--- config.mk ---
export PLATFORM = sky130hd
export DESIGN_NAME = rsc_controller
export DESIGN_NICKNAME = d
export VERILOG_FILES = /design/src/core/rsc_pkg.sv /design/src/core/rsc_sync.sv /design/src/core/rsc_pin_filter.sv /design/src/core/rsc_controller.sv
export VERILOG_INCLUDE_DIRS = /design/src /design/src/core
export SDC_FILE = /design/constraint.sdc
export NUM_CORES = 1
export LEC_CHECK = 0
export BUFFER_PORTS_ARGS = -buffer_cell sky130_fd_sc_hd__buf_2
export CAP_MARGIN = 15
export CELL_PAD_IN_SITES_DETAIL_PLACEMENT = 0
export CELL_PAD_IN_SITES_GLOBAL_PLACEMENT = 1
export CORE_MARGIN = 1
export CORE_UTILIZATION = 37
export CTS_BUF_LIST = sky130_fd_sc_hd__clkbuf_16
export DETAILED_ROUTE_END_ITERATION = 8
export HOLD_SLACK_MARGIN = 0.02
export PLACE_DENSITY = 0.86
export SLEW_MARGIN = 20
export SYNTH_ARGS = -nofsm -noshare
export SYNTH_HDL_FRONTEND = slang
export SYNTH_SLANG_ARGS = --single-unit
--- constraint.sdc ---
create_clock -name clk -period 3.05 [get_ports clk]
set_input_delay 0.1525 -clock clk [delete_from_list [all_inputs] [get_ports clk]]
set_output_delay 0.1525 -clock clk [all_outputs]
set_load 0.01 [all_outputs]
--- src/core/rsc_regs.svh ---
// Purpose: Register map, field positions and timing counts of the reset source controller
// Assumes: AXI4-Lite register index times four gives the byte address
// Notes: Definitions only
//
// Behaviour
// - Six causes (power-on, brown-out, pin, hard fault, watchdog, software) drive one internal reset.
// - Any internal reset returns the control fields to reset values; only cause flags depend on the source.
// - While supply is low the block holds reset, then execution starts from address 0000H.
// - A power-on reset leaves the cold-start flag (power control bit 4) at 1.
// - The cold-start flag keeps its value across every reset but power-on; software clears it.
// - A brown-out with the brown-out reset enable (bit 2) at 1 resets the device.
// - A brown-out reset sets the brown-out flag (bit 1); only power-on, brown-out or software change it.
// - The pin reset is applied synchronously to the running clock.
// - Reset stays while the pin is low and ends after the pin returns high.
// - A pin low in power-down restarts the clock first, and reset follows once the clock is stable.
// - A pin reset sets the pin flag (auxiliary bit 6); only power-on, pin reset or software change it.
// - A program counter overflow resets the device and sets the hard-fault flag (auxiliary bit 5).
// - In debug mode with the debug enable config at 0 the overflow sets the hard-fault flag and interrupt status bit 1, with no reset.
// - The hard-fault flag survives all resets but power-on and hard fault; software clears it.
`ifndef RSC_REGS_SVH
`define RSC_REGS_SVH

// ****************************************
// Register indices
// ****************************************
`define RSC_IDX_PWR 8'h87
`define RSC_IDX_AUX1 8'hA2
`define RSC_IDX_BOD0 8'hA3
`define RSC_IDX_IRQ_STAT 8'hB0
`define RSC_IDX_IRQ_MASK 8'hB1

// ****************************************
// Field positions
// ****************************************
`define RSC_PWR_COLD 4
`define RSC_PWR_GF_HI 3
`define RSC_PWR_GF_LO 2
`define RSC_PWR_PD 1
`define RSC_AUX_SW 7
`define RSC_AUX_PIN 6
`define RSC_AUX_HF 5
`define RSC_AUX_GF2 3
`define RSC_BOD_EN 2
`define RSC_BOD_FLAG 1
`define RSC_BOD_STAT 0
`define RSC_EVT_BOD 0
`define RSC_EVT_HFDBG 1
`define RSC_EVT_PIN 2
`define RSC_EVT_WDT 3
`define RSC_EVT_SW 4
`define RSC_EVT_W 5

// ****************************************
// Values and timing
// ****************************************
`define RSC_BOOT_ADDR 16'h0000
`define RSC_RESP_OKAY 2'h0
`define RSC_RESP_SLVERR 2'h2
`define RSC_PIN_MIN_LOW 24
`define RSC_CLK_MHZ 50
`define RSC_HOLD_NS 1000
`define RSC_HOLD_CYC ((`RSC_HOLD_NS * `RSC_CLK_MHZ + 999) / 1000)

`endif

--- src/core/rsc_pkg.sv ---
// Purpose: Types of the reset source controller
// Assumes: Nothing
// Notes: Gray codes along the wake path; a trip from RUN to RESET changes both bits
`default_nettype none
package rsc_pkg;

  typedef enum logic [1:0] {
    RSC_RUN = 2'h0,
    RSC_WAKE = 2'h1,
    RSC_RESET = 2'h3,
    RSC_HOLD = 2'h2
  } rsc_state_type;

endpackage : rsc_pkg
`default_nettype wire

--- src/core/rsc_sync.sv ---
// Purpose: Two-flop synchroniser for asynchronous levels
// Assumes: Inputs are slow levels
// Notes: First stage feeds only the second
`timescale 1ns/1ps
`default_nettype none
module rsc_sync #(
  parameter int WIDTH = 3,
  parameter logic [WIDTH-1:0] RESET_VAL = '0
) (
  // Clock and reset
  input wire logic clk,
  input wire logic rst_b,
  // Levels
  input wire logic [WIDTH-1:0] d,
  output logic [WIDTH-1:0] q
);

  logic [WIDTH-1:0] stage_reg;

  always_ff @(posedge clk or negedge rst_b) begin
    if (!rst_b) begin
      stage_reg <= RESET_VAL;
      q <= RESET_VAL;
    end else begin
      stage_reg <= d;
      q <= stage_reg;
    end
  end

endmodule : rsc_sync
`default_nettype wire

--- src/core/rsc_pin_filter.sv ---
// Purpose: Minimum low time filter for the reset pin
// Assumes: Input already synchronised
// Notes: Count saturates at the minimum
`timescale 1ns/1ps
`default_nettype none
module rsc_pin_filter #(
  parameter int MIN_LOW = 24
) (
  // Clock and reset
  input wire logic clk,
  input wire logic rst_b,
  // Pin level and verdict
  input wire logic pinLow,
  output logic pinValid
);

  localparam int CW = $clog2(MIN_LOW + 1);
  localparam logic [CW-1:0] LIMIT = CW'(MIN_LOW);

  logic [CW-1:0] count_reg;

  generate
    if (MIN_LOW < 1) begin : g_check
      $error("MIN_LOW must be at least one");
    end
  endgenerate

  // Count consecutive low clocks
  always_ff @(posedge clk or negedge rst_b) begin
    if (!rst_b) begin
      count_reg <= '0;
    end else if (!pinLow) begin
      count_reg <= '0;
    end else if (count_reg != LIMIT) begin
      count_reg <= count_reg + CW'(1);
    end
  end

  assign pinValid = (count_reg == LIMIT);
endmodule : rsc_pin_filter
`default_nettype wire

--- src/core/rsc_controller.sv ---
// Purpose: Reset source combiner with cause flags and AXI4-Lite registers
// Assumes: rst_b is the power-on reset, low while supply is below threshold
// Notes: clk is the always-on block clock; the system clock is requested out
`timescale 1ns/1ps
`default_nettype none
`include "rsc_regs.svh"
module rsc_controller #(
  parameter int ADDR_W = 12,
  parameter int PIN_MIN_LOW = `RSC_PIN_MIN_LOW,
  parameter int HOLD_CYC = `RSC_HOLD_CYC
) (
  // Clock and power-on reset
  input wire logic clk,
  input wire logic rst_b,
  // AXI4-Lite write
  input wire logic [ADDR_W-1:0] awaddr,
  input wire logic awvalid,
  output logic awready,
  input wire logic [31:0] wdata,
  input wire logic [3:0] wstrb,
  input wire logic wvalid,
  output logic wready,
  output logic [1:0] bresp,
  output logic bvalid,
  input wire logic bready,
  // AXI4-Lite read
  input wire logic [ADDR_W-1:0] araddr,
  input wire logic arvalid,
  output logic arready,
  output logic [31:0] rdata,
  output logic [1:0] rresp,
  output logic rvalid,
  input wire logic rready,
  // Asynchronous inputs
  input wire logic resetPin_b,
  input wire logic brownoutLow,
  input wire logic clockStable,
  // Same-domain sources
  input wire logic pcOverflow,
  input wire logic watchdogExpire,
  input wire logic softwareRequest,
  input wire logic debugMode,
  input wire logic debugEnableConfig,
  input wire logic borEnableConfig,
  // Outputs
  output logic coreReset,
  output logic clockWakeRequest,
  output logic [15:0] bootAddress,
  output logic irq
);

  generate
    if (ADDR_W < 10 || HOLD_CYC < 1 || PIN_MIN_LOW < 1) begin : g_check
      $error("ADDR_W below 10 or zero count");
    end
  endgenerate

  // ****************************************
  // Decode
  // ****************************************
  function automatic logic regMapped(input logic [7:0] idx);
    regMapped = (idx == `RSC_IDX_PWR) || (idx == `RSC_IDX_AUX1) || (idx == `RSC_IDX_BOD0) ||
                (idx == `RSC_IDX_IRQ_STAT) || (idx == `RSC_IDX_IRQ_MASK);
  endfunction : regMapped

  // ****************************************
  // Input synchronisers and pin filter
  // ****************************************
  logic [2:0] syncOut;
  logic pinLowS;
  logic borLowS;
  logic clkStableS;
  logic pinValid;

  rsc_sync #(.WIDTH(3), .RESET_VAL(3'h4)) u_sync (
    .clk(clk),
    .rst_b(rst_b),
    .d({resetPin_b, brownoutLow, clockStable}),
    .q(syncOut)
  );

  assign pinLowS = !syncOut[2];
  assign borLowS = syncOut[1];
  assign clkStableS = syncOut[0];

  rsc_pin_filter #(.MIN_LOW(PIN_MIN_LOW)) u_filter (
    .clk(clk),
    .rst_b(rst_b),
    .pinLow(pinLowS),
    .pinValid(pinValid)
  );

  // ****************************************
  // Registers and sources
  // ****************************************
  localparam int HW = $clog2(HOLD_CYC + 1);

  rsc_pkg::rsc_state_type state_reg;
  rsc_pkg::rsc_state_type state_next;
  logic [HW-1:0] holdCount_reg;
  logic coldFlag_reg;
  logic [1:0] gf_reg;
  logic powerDown_reg;
  logic swFlag_reg;
  logic pinFlag_reg;
  logic hfFlag_reg;
  logic gf2_reg;
  logic borEnable_reg;
  logic borFlag_reg;
  logic borPrev_reg;
  logic [`RSC_EVT_W-1:0] irqStat_reg;
  logic [`RSC_EVT_W-1:0] irqMask_reg;
  logic [`RSC_EVT_W-1:0] evt;
  logic borTrip;
  logic hfSuppressed;
  logic hfReset;
  logic trip;
  logic pinEvent;
  logic wrFire;
  logic rdFire;
  logic [7:0] wrIdx;
  logic [7:0] rdIdx;
  logic [7:0] wrByte;
  logic wrLane;
  logic [7:0] readMux;

  assign borTrip = borLowS && borEnable_reg;
  assign hfSuppressed = pcOverflow && debugMode && !debugEnableConfig;
  assign hfReset = pcOverflow && !hfSuppressed;
  assign trip = pinValid || borTrip || hfReset || watchdogExpire || softwareRequest;
  assign pinEvent = ((state_reg == rsc_pkg::RSC_WAKE) && clkStableS) || (pinValid && !powerDown_reg &&
                    (state_reg == rsc_pkg::RSC_RUN || state_reg == rsc_pkg::RSC_HOLD));

  // ****************************************
  // Reset sequencer
  // ****************************************
  always_comb begin
    state_next = state_reg;
    case (state_reg)
      rsc_pkg::RSC_RUN: begin
        if (powerDown_reg && pinLowS) begin
          state_next = rsc_pkg::RSC_WAKE;
        end else if (trip) begin
          state_next = rsc_pkg::RSC_RESET;
        end
      end
      rsc_pkg::RSC_WAKE: begin
        if (clkStableS) begin
          state_next = rsc_pkg::RSC_RESET;
        end
      end
      rsc_pkg::RSC_RESET: begin
        if (!pinLowS && !borTrip) begin
          state_next = rsc_pkg::RSC_HOLD;
        end
      end
      rsc_pkg::RSC_HOLD: begin
        if (trip) begin
          state_next = rsc_pkg::RSC_RESET;
        end else if (holdCount_reg == '0) begin
          state_next = rsc_pkg::RSC_RUN;
        end
      end
      default: begin
        state_next = rsc_pkg::RSC_RESET;
      end
    endcase
  end

  always_ff @(posedge clk or negedge rst_b) begin
    if (!rst_b) begin
      state_reg <= rsc_pkg::RSC_RESET;
      coreReset <= 1'b1;
      clockWakeRequest <= 1'b0;
    end else begin
      state_reg <= state_next;
      coreReset <= (state_next == rsc_pkg::RSC_RESET) || (state_next == rsc_pkg::RSC_HOLD);
      clockWakeRequest <= (state_next == rsc_pkg::RSC_WAKE);
    end
  end

  always_ff @(posedge clk or negedge rst_b) begin
    if (!rst_b) begin
      holdCount_reg <= HW'(HOLD_CYC);
    end else if (state_reg != rsc_pkg::RSC_HOLD) begin
      holdCount_reg <= HW'(HOLD_CYC - 1);
    end else if (holdCount_reg != '0) begin
      holdCount_reg <= holdCount_reg - HW'(1);
    end
  end

  // Fetch start address after every reset
  always_ff @(posedge clk or negedge rst_b) begin
    if (!rst_b) begin
      bootAddress <= `RSC_BOOT_ADDR;
    end else if (coreReset) begin
      bootAddress <= `RSC_BOOT_ADDR;
    end
  end

  // ****************************************
  // AXI4-Lite slave
  // ****************************************
  assign awready = awvalid && wvalid && !bvalid;
  assign wready = awready;
  assign wrFire = awready;
  assign arready = !rvalid;
  assign rdFire = arvalid && arready;
  assign wrIdx = awaddr[9:2];
  assign rdIdx = araddr[9:2];
  assign wrByte = wdata[7:0];
  assign wrLane = wrFire && wstrb[0];

  always_ff @(posedge clk or negedge rst_b) begin
    if (!rst_b) begin
      bvalid <= 1'b0;
      bresp <= `RSC_RESP_OKAY;
    end else if (wrFire) begin
      bvalid <= 1'b1;
      bresp <= regMapped(wrIdx) ? `RSC_RESP_OKAY : `RSC_RESP_SLVERR;
    end else if (bready) begin
      bvalid <= 1'b0;
    end
  end

  always_comb begin
    readMux = 8'h00;
    case (rdIdx)
      `RSC_IDX_PWR: begin
        readMux[`RSC_PWR_COLD] = coldFlag_reg;
        readMux[`RSC_PWR_GF_HI:`RSC_PWR_GF_LO] = gf_reg;
        readMux[`RSC_PWR_PD] = powerDown_reg;
      end
      `RSC_IDX_AUX1: begin
        readMux[`RSC_AUX_SW] = swFlag_reg;
        readMux[`RSC_AUX_PIN] = pinFlag_reg;
        readMux[`RSC_AUX_HF] = hfFlag_reg;
        readMux[`RSC_AUX_GF2] = gf2_reg;
      end
      `RSC_IDX_BOD0: begin
        readMux[`RSC_BOD_EN] = borEnable_reg;
        readMux[`RSC_BOD_FLAG] = borFlag_reg;
        readMux[`RSC_BOD_STAT] = borLowS && borEnable_reg;
      end
      `RSC_IDX_IRQ_STAT: begin
        readMux[`RSC_EVT_W-1:0] = irqStat_reg;
      end
      `RSC_IDX_IRQ_MASK: begin
        readMux[`RSC_EVT_W-1:0] = irqMask_reg;
      end
      default: begin
        readMux = 8'h00;
      end
    endcase
  end

  always_ff @(posedge clk or negedge rst_b) begin
    if (!rst_b) begin
      rvalid <= 1'b0;
      rdata <= 32'h00000000;
      rresp <= `RSC_RESP_OKAY;
    end else if (rdFire) begin
      rvalid <= 1'b1;
      rdata <= {24'h000000, readMux};
      rresp <= regMapped(rdIdx) ? `RSC_RESP_OKAY : `RSC_RESP_SLVERR;
    end else if (rready) begin
      rvalid <= 1'b0;
    end
  end

  // ****************************************
  // Control fields cleared by any reset; brown-out enable loads borEnableConfig
  // ****************************************
  always_ff @(posedge clk or negedge rst_b) begin
    if (!rst_b) begin
      gf_reg <= 2'h0;
      powerDown_reg <= 1'b0;
      gf2_reg <= 1'b0;
      borEnable_reg <= 1'b0;
    end else if (coreReset) begin
      gf_reg <= 2'h0;
      powerDown_reg <= 1'b0;
      gf2_reg <= 1'b0;
      borEnable_reg <= borEnableConfig;
    end else begin
      if (state_next == rsc_pkg::RSC_WAKE) begin
        powerDown_reg <= 1'b0;
      end else if (wrLane && wrIdx == `RSC_IDX_PWR) begin
        powerDown_reg <= wrByte[`RSC_PWR_PD];
      end
      if (wrLane && wrIdx == `RSC_IDX_PWR) begin
        gf_reg <= wrByte[`RSC_PWR_GF_HI:`RSC_PWR_GF_LO];
      end
      if (wrLane && wrIdx == `RSC_IDX_AUX1) begin
        gf2_reg <= wrByte[`RSC_AUX_GF2];
      end
      if (wrLane && wrIdx == `RSC_IDX_BOD0) begin
        borEnable_reg <= wrByte[`RSC_BOD_EN];
      end
    end
  end

  // ****************************************
  // Cause flags, kept across internal resets
  // ****************************************
  always_ff @(posedge clk or negedge rst_b) begin
    if (!rst_b) begin
      coldFlag_reg <= 1'b1;
    end else if (wrLane && wrIdx == `RSC_IDX_PWR) begin
      coldFlag_reg <= wrByte[`RSC_PWR_COLD];
    end
  end

  always_ff @(posedge clk or negedge rst_b) begin
    if (!rst_b) begin
      borFlag_reg <= 1'b0;
    end else if (borTrip && state_reg != rsc_pkg::RSC_RESET) begin
      borFlag_reg <= 1'b1;
    end else if (wrLane && wrIdx == `RSC_IDX_BOD0) begin
      borFlag_reg <= wrByte[`RSC_BOD_FLAG];
    end
  end

  always_ff @(posedge clk or negedge rst_b) begin
    if (!rst_b) begin
      pinFlag_reg <= 1'b0;
      hfFlag_reg <= 1'b0;
      swFlag_reg <= 1'b0;
    end else begin
      if (pinEvent) begin
        pinFlag_reg <= 1'b1;
      end else if (wrLane && wrIdx == `RSC_IDX_AUX1) begin
        pinFlag_reg <= wrByte[`RSC_AUX_PIN];
      end
      if (pcOverflow) begin
        hfFlag_reg <= 1'b1;
      end else if (wrLane && wrIdx == `RSC_IDX_AUX1) begin
        hfFlag_reg <= wrByte[`RSC_AUX_HF];
      end
      if (softwareRequest) begin
        swFlag_reg <= 1'b1;
      end else if (wrLane && wrIdx == `RSC_IDX_AUX1) begin
        swFlag_reg <= wrByte[`RSC_AUX_SW];
      end
    end
  end

  // ****************************************
  // Interrupt status and mask
  // ****************************************
  always_comb begin
    evt = '0;
    evt[`RSC_EVT_BOD] = borLowS && !borPrev_reg;
    evt[`RSC_EVT_HFDBG] = hfSuppressed;
    evt[`RSC_EVT_PIN] = pinEvent;
    evt[`RSC_EVT_WDT] = watchdogExpire;
    evt[`RSC_EVT_SW] = softwareRequest;
  end

  always_ff @(posedge clk or negedge rst_b) begin
    if (!rst_b) begin
      borPrev_reg <= 1'b0;
      irqStat_reg <= '0;
      irqMask_reg <= '0;
    end else begin
      borPrev_reg <= borLowS;
      if (wrLane && wrIdx == `RSC_IDX_IRQ_STAT) begin
        irqStat_reg <= (irqStat_reg & ~wrByte[`RSC_EVT_W-1:0]) | evt;
      end else begin
        irqStat_reg <= irqStat_reg | evt;
      end
      if (wrLane && wrIdx == `RSC_IDX_IRQ_MASK) begin
        irqMask_reg <= wrByte[`RSC_EVT_W-1:0];
      end
    end
  end

  assign irq = |(irqStat_reg & irqMask_reg);
endmodule : rsc_controller
`default_nettype wire

==> results.md <==
- Averaged over all synthesized cells, the footprint is 10.2 µm².
- Net switching is 25.2% of the power.
- Adding up every negative setup slack in the final design gives 0 ns.
- The highest cell delay on the worst timing path is 0.50 ns.
- The worst setup path is launched from a flop.
- The worst clock skew is 0.00279 ns.
- The worst register-to-register path ends at irqStat_reg[2].
- The post-synthesis instance total is 282.
- The synthesized design spends more area on one cell type than any other, namely sky130_fd_sc_hd__dfrtp_1.
- Global routing finished with a remaining overflow of 0.
- TritonCTS built the clock tree.
- In this run, the number of DRC markers left after iteration 0 of detailed routing was 63.
- Entering global routing, the biggest net connects 36 pins.
- The worst register-to-register path has a depth of 4.
- The initial antenna violation count was 0.
- After clock tree synthesis, the clock-pin slew on the worst setup and hold paths is 0.06 ns.
- The count of fill cells added during filler insertion is 715.
- The number of primary I/O pins is 136.
- The number of detailed-routing iterations run before antenna repair is 4.
- After detailed routing, the average wire length per cell comes to 12.7 µm.
- For this run, the leading register cell type out of synthesis is sky130_fd_sc_hd__dfrtp_1.
- The layout cell share with drive strength beyond 1 is 25.1%.
- Once the floorplan was initialized, standard cells occupied 39.0% of the core.
- The number of sinks driven by the clock tree is 53.
- The power per cell area is 450 nW/µm².
- The die is 90.1 µm wide.
- Buffers added to address setup during post-CTS repair amount to 0.
- The global-route wire length before repair is 9340 µm.
- The number of clock buffers added by TritonCTS is 5.
- The number of nets in the finished design is 424.
- The critical path starts at bvalid.
- The detail route stage leaves a number of antenna-violating nets equal to 0.
- In this run, synthesis inferred 0 flip-flops with an integrated enable.
- The flow ran to the end, and the final reports show no timing, DRC or antenna violations.
- The final count of pins violating max slew is 0.
- In the post-synthesis netlist, the biggest area contributors are sky130_fd_sc_hd__dfrtp_1 (39%), sky130_fd_sc_hd__buf_4 (11%), sky130_fd_sc_hd__dfstp_2 (7.3%).
- The area of the die is 8120 µm².
- Max-cap violations in this run came to 0.
- Following the worst setup path forward leads to its endpoint at irqStat_reg[2].
- In the global route stage, overall resource usage came out at 14.3%.
- The number of flip-flops in the largest register is 8.
- The upper clock frequency limit is 502 MHz.
- The clock share of power is 35.9%.
- The path category of the worst min-delay check is input pin to flop.
- In this run the static leakage power is 1.57 nW.
- Dividing the detail-routed via count by the number of cells gives 4.71.
- The post-detailed-placement half-perimeter wirelength is 4320 µm.
- The worst slew margin relative to its limit is 45.5%.
- The vertical die dimension is 90.1 µm.
- The routability-driven placement congestion ratio is 0.765.
- The H-tree level count is 2.
- The worst hold slack after final layout is 0.0348 ns.
- The endpoint kind of the worst setup timing path is a flop.
- On the critical path, the stage with the largest delay is an instance of sky130_fd_sc_hd__nor3_1.
- The port buffer count is 58.
- By instance count, the leading cell after synthesis is sky130_fd_sc_hd__dfrtp_1.
- The data required time at the worst endpoint is 3.19 ns.
- The floorplan step defined a core boundary enclosing 7370 µm².
- The routed layout has 2098 vias.
- The root buffer cell is sky130_fd_sc_hd__clkbuf_16.
- The critical path is of the flop to flop type.
- Synthesis instantiated 49 different standard cells from the library.
- Internal power comes to 0.00110 W.
- The shortest clock period the worst path allows after layout is 1.99 ns.
- For this run, asynchronously set or reset flops after synthesis account for 100%.
- The area growth from synthesis to final layout is 14.0%.
- At the pin with the least slew margin, the transition time is 0.811 ns.
- The number of antenna diodes is 0.
- The worst-skew pair later-pin latency is 0.28 ns.
- Wires add up to 5650 µm.
- For this run, design rule violations remaining after detail routing come to 0.
- The final-report hold violation count is 0.
- The worst register-to-register path begins at bvalid.
- Setup violations remaining at the end of the flow were counted as 0.
- Traced cell by cell, the critical path runs through nand4b_1 > or3_4 > nor3_1 > a31oi_1.
- At the worst endpoint, the arrival time is 2.13 ns.
- The area share of the largest cell type after synthesis is 39.2%.
- The worst-case register-to-register setup slack is 1.06 ns.
- The proportion of power drawn by flip-flops and latches is 51.2%.
- Dividing the final minimum period by the clock period gives 65.3%.
- The maximum fanout count along the critical path is 4.
- Of the synthesized area, sequential elements account for 46.5%.
- Setup repair after global routing left no endpoint under its margin.
- The number of rows in the core area is 31.
- The worst-case IR drop observed on VDD is 0.236 mV.
- Combinational logic is responsible for 12.9% of the overall power.
- Counting along the longest clock path gives a buffer depth of 2.
- Ranked by instance count, the synthesized netlist is headed by sky130_fd_sc_hd__dfrtp_1 (45), sky130_fd_sc_hd__buf_4 (43), sky130_fd_sc_hd__nand2_1 (22), sky130_fd_sc_hd__inv_1 (19), sky130_fd_sc_hd__nor2_1 (16).
- The netlist area before placement is 2870 µm².
- The post-synthesis sequential element count is 53.
- The via count of the first global-routing pass is 1944.
- For this run, the number of Yosys warnings is 0.
- The analysis attributes to net switching a power of 0.000372 W.
-- how the worst min path moves through the flow --
stage,startpoint,end,cells after the start
after floorplan,rst_b,borEnable_reg,0
after global placement,resetPin_b,u_sync.stage_reg[2],1
after detailed placement,resetPin_b,u_sync.stage_reg[2],1
after CTS,bready,bvalid,2
after global routing,rready,rvalid,2
final,bready,bvalid,2
-- through the flow --
stage               std cells  utilization, %  area [µm²]  worst slack (ns)  total power (W)
global route              445            44.5        3280             0.925          0.00155
detailed placement        433            42.1        3100             0.986         0.000955
global placement          433            42.1        3100              1.04         0.000949
floorplan                 323               -        3030              1.17         0.000916
CTS                       445            44.5        3280              1.04          0.00149
finish                    445            44.5        3280              1.06          0.00147
-- logic make-up after synthesis --
family / synth area share (%)
compound gates: 10.7
xor+xnor: 1.52
fa+ha+maj: 1.31
buf+inv: 14.6
flops: 46.5
mux: 6.97
other cells: 0.130
simple gates: 18.3
-- layout make-up --
class,count,area (µm²),area share [%]
repair buffers,63,338,10.3
multi-input cells,203,1270,38.8
clock buffers,5,125,3.82
clock inverters,3,11.3,0.344
well taps,99,124,3.78
flip-flops and latches,53,1340,40.8
inverters,19,71.3,2.18
-- worst max-delay path: cells and delay by family, from the launching register on --
kind	cells	cell delay (ns)
AO/OA/AOI/OAI	1	0.18
flip-flops	1	0.39
AND/OR/NAND/NOR	3	1.28
-- power groups by stage --
stage	registers, W	logic (W)	clock network (W)
6_report	0.000755	0.000190	0.000529
5_1_grt	0.000758	0.000214	0.000575
4_1_cts	0.000754	0.000192	0.000546
3_5_place_dp	0.000767	0.000187	0
3_3_place_gp	0.000766	0.000184	0
2_1_floorplan	0.000767	0.000148	0
-- repair_timing --
| item | in CTS | in global routing |
|---|---|---|
| gates resized for setup | 0 | 0 |
| hold endpoints to repair | 29 | 0 |
| hold buffers | 4 | 0 |
-- routing by layer --
metal	vias to the layer above	track usage, %	part of all wire, %
li1	1019	-	-
met1	1001	19.4	48
met4	0	4.84	1.2
met2	72	22.6	45
met5	-	0	0
met3	6	3.30	5.1
-- placed cells by master (no fill, tap or decap), types with 4 or more instances in the layout --
master | netlist | final
sky130_fd_sc_hd__dfrtp_1 | 45 | 45
sky130_fd_sc_hd__mux2i_1 | 11 | 11
sky130_fd_sc_hd__nand2_1 | 22 | 22
sky130_fd_sc_hd__a31oi_1 | 4 | 4
sky130_fd_sc_hd__mux2_2 | 8 | 8
sky130_fd_sc_hd__dfstp_2 | 8 | 8
sky130_fd_sc_hd__nand3b_1 | 4 | 4
sky130_fd_sc_hd__buf_2 | 0 | 58
sky130_fd_sc_hd__nor3_1 | 6 | 6
sky130_fd_sc_hd__nand2b_1 | 10 | 10
sky130_fd_sc_hd__o22ai_1 | 4 | 4
sky130_fd_sc_hd__inv_1 | 19 | 22
sky130_fd_sc_hd__clkbuf_16 | 0 | 5
sky130_fd_sc_hd__a32oi_1 | 4 | 4
sky130_fd_sc_hd__o21ai_0 | 9 | 9
sky130_fd_sc_hd__a21oi_1 | 6 | 6
sky130_fd_sc_hd__dlygate4sd3_1 | 0 | 4
sky130_fd_sc_hd__conb_1 | 1 | 42
sky130_fd_sc_hd__nor2_1 | 16 | 16
sky130_fd_sc_hd__nand3_1 | 7 | 7
Power figures use the tool's default switching activity.
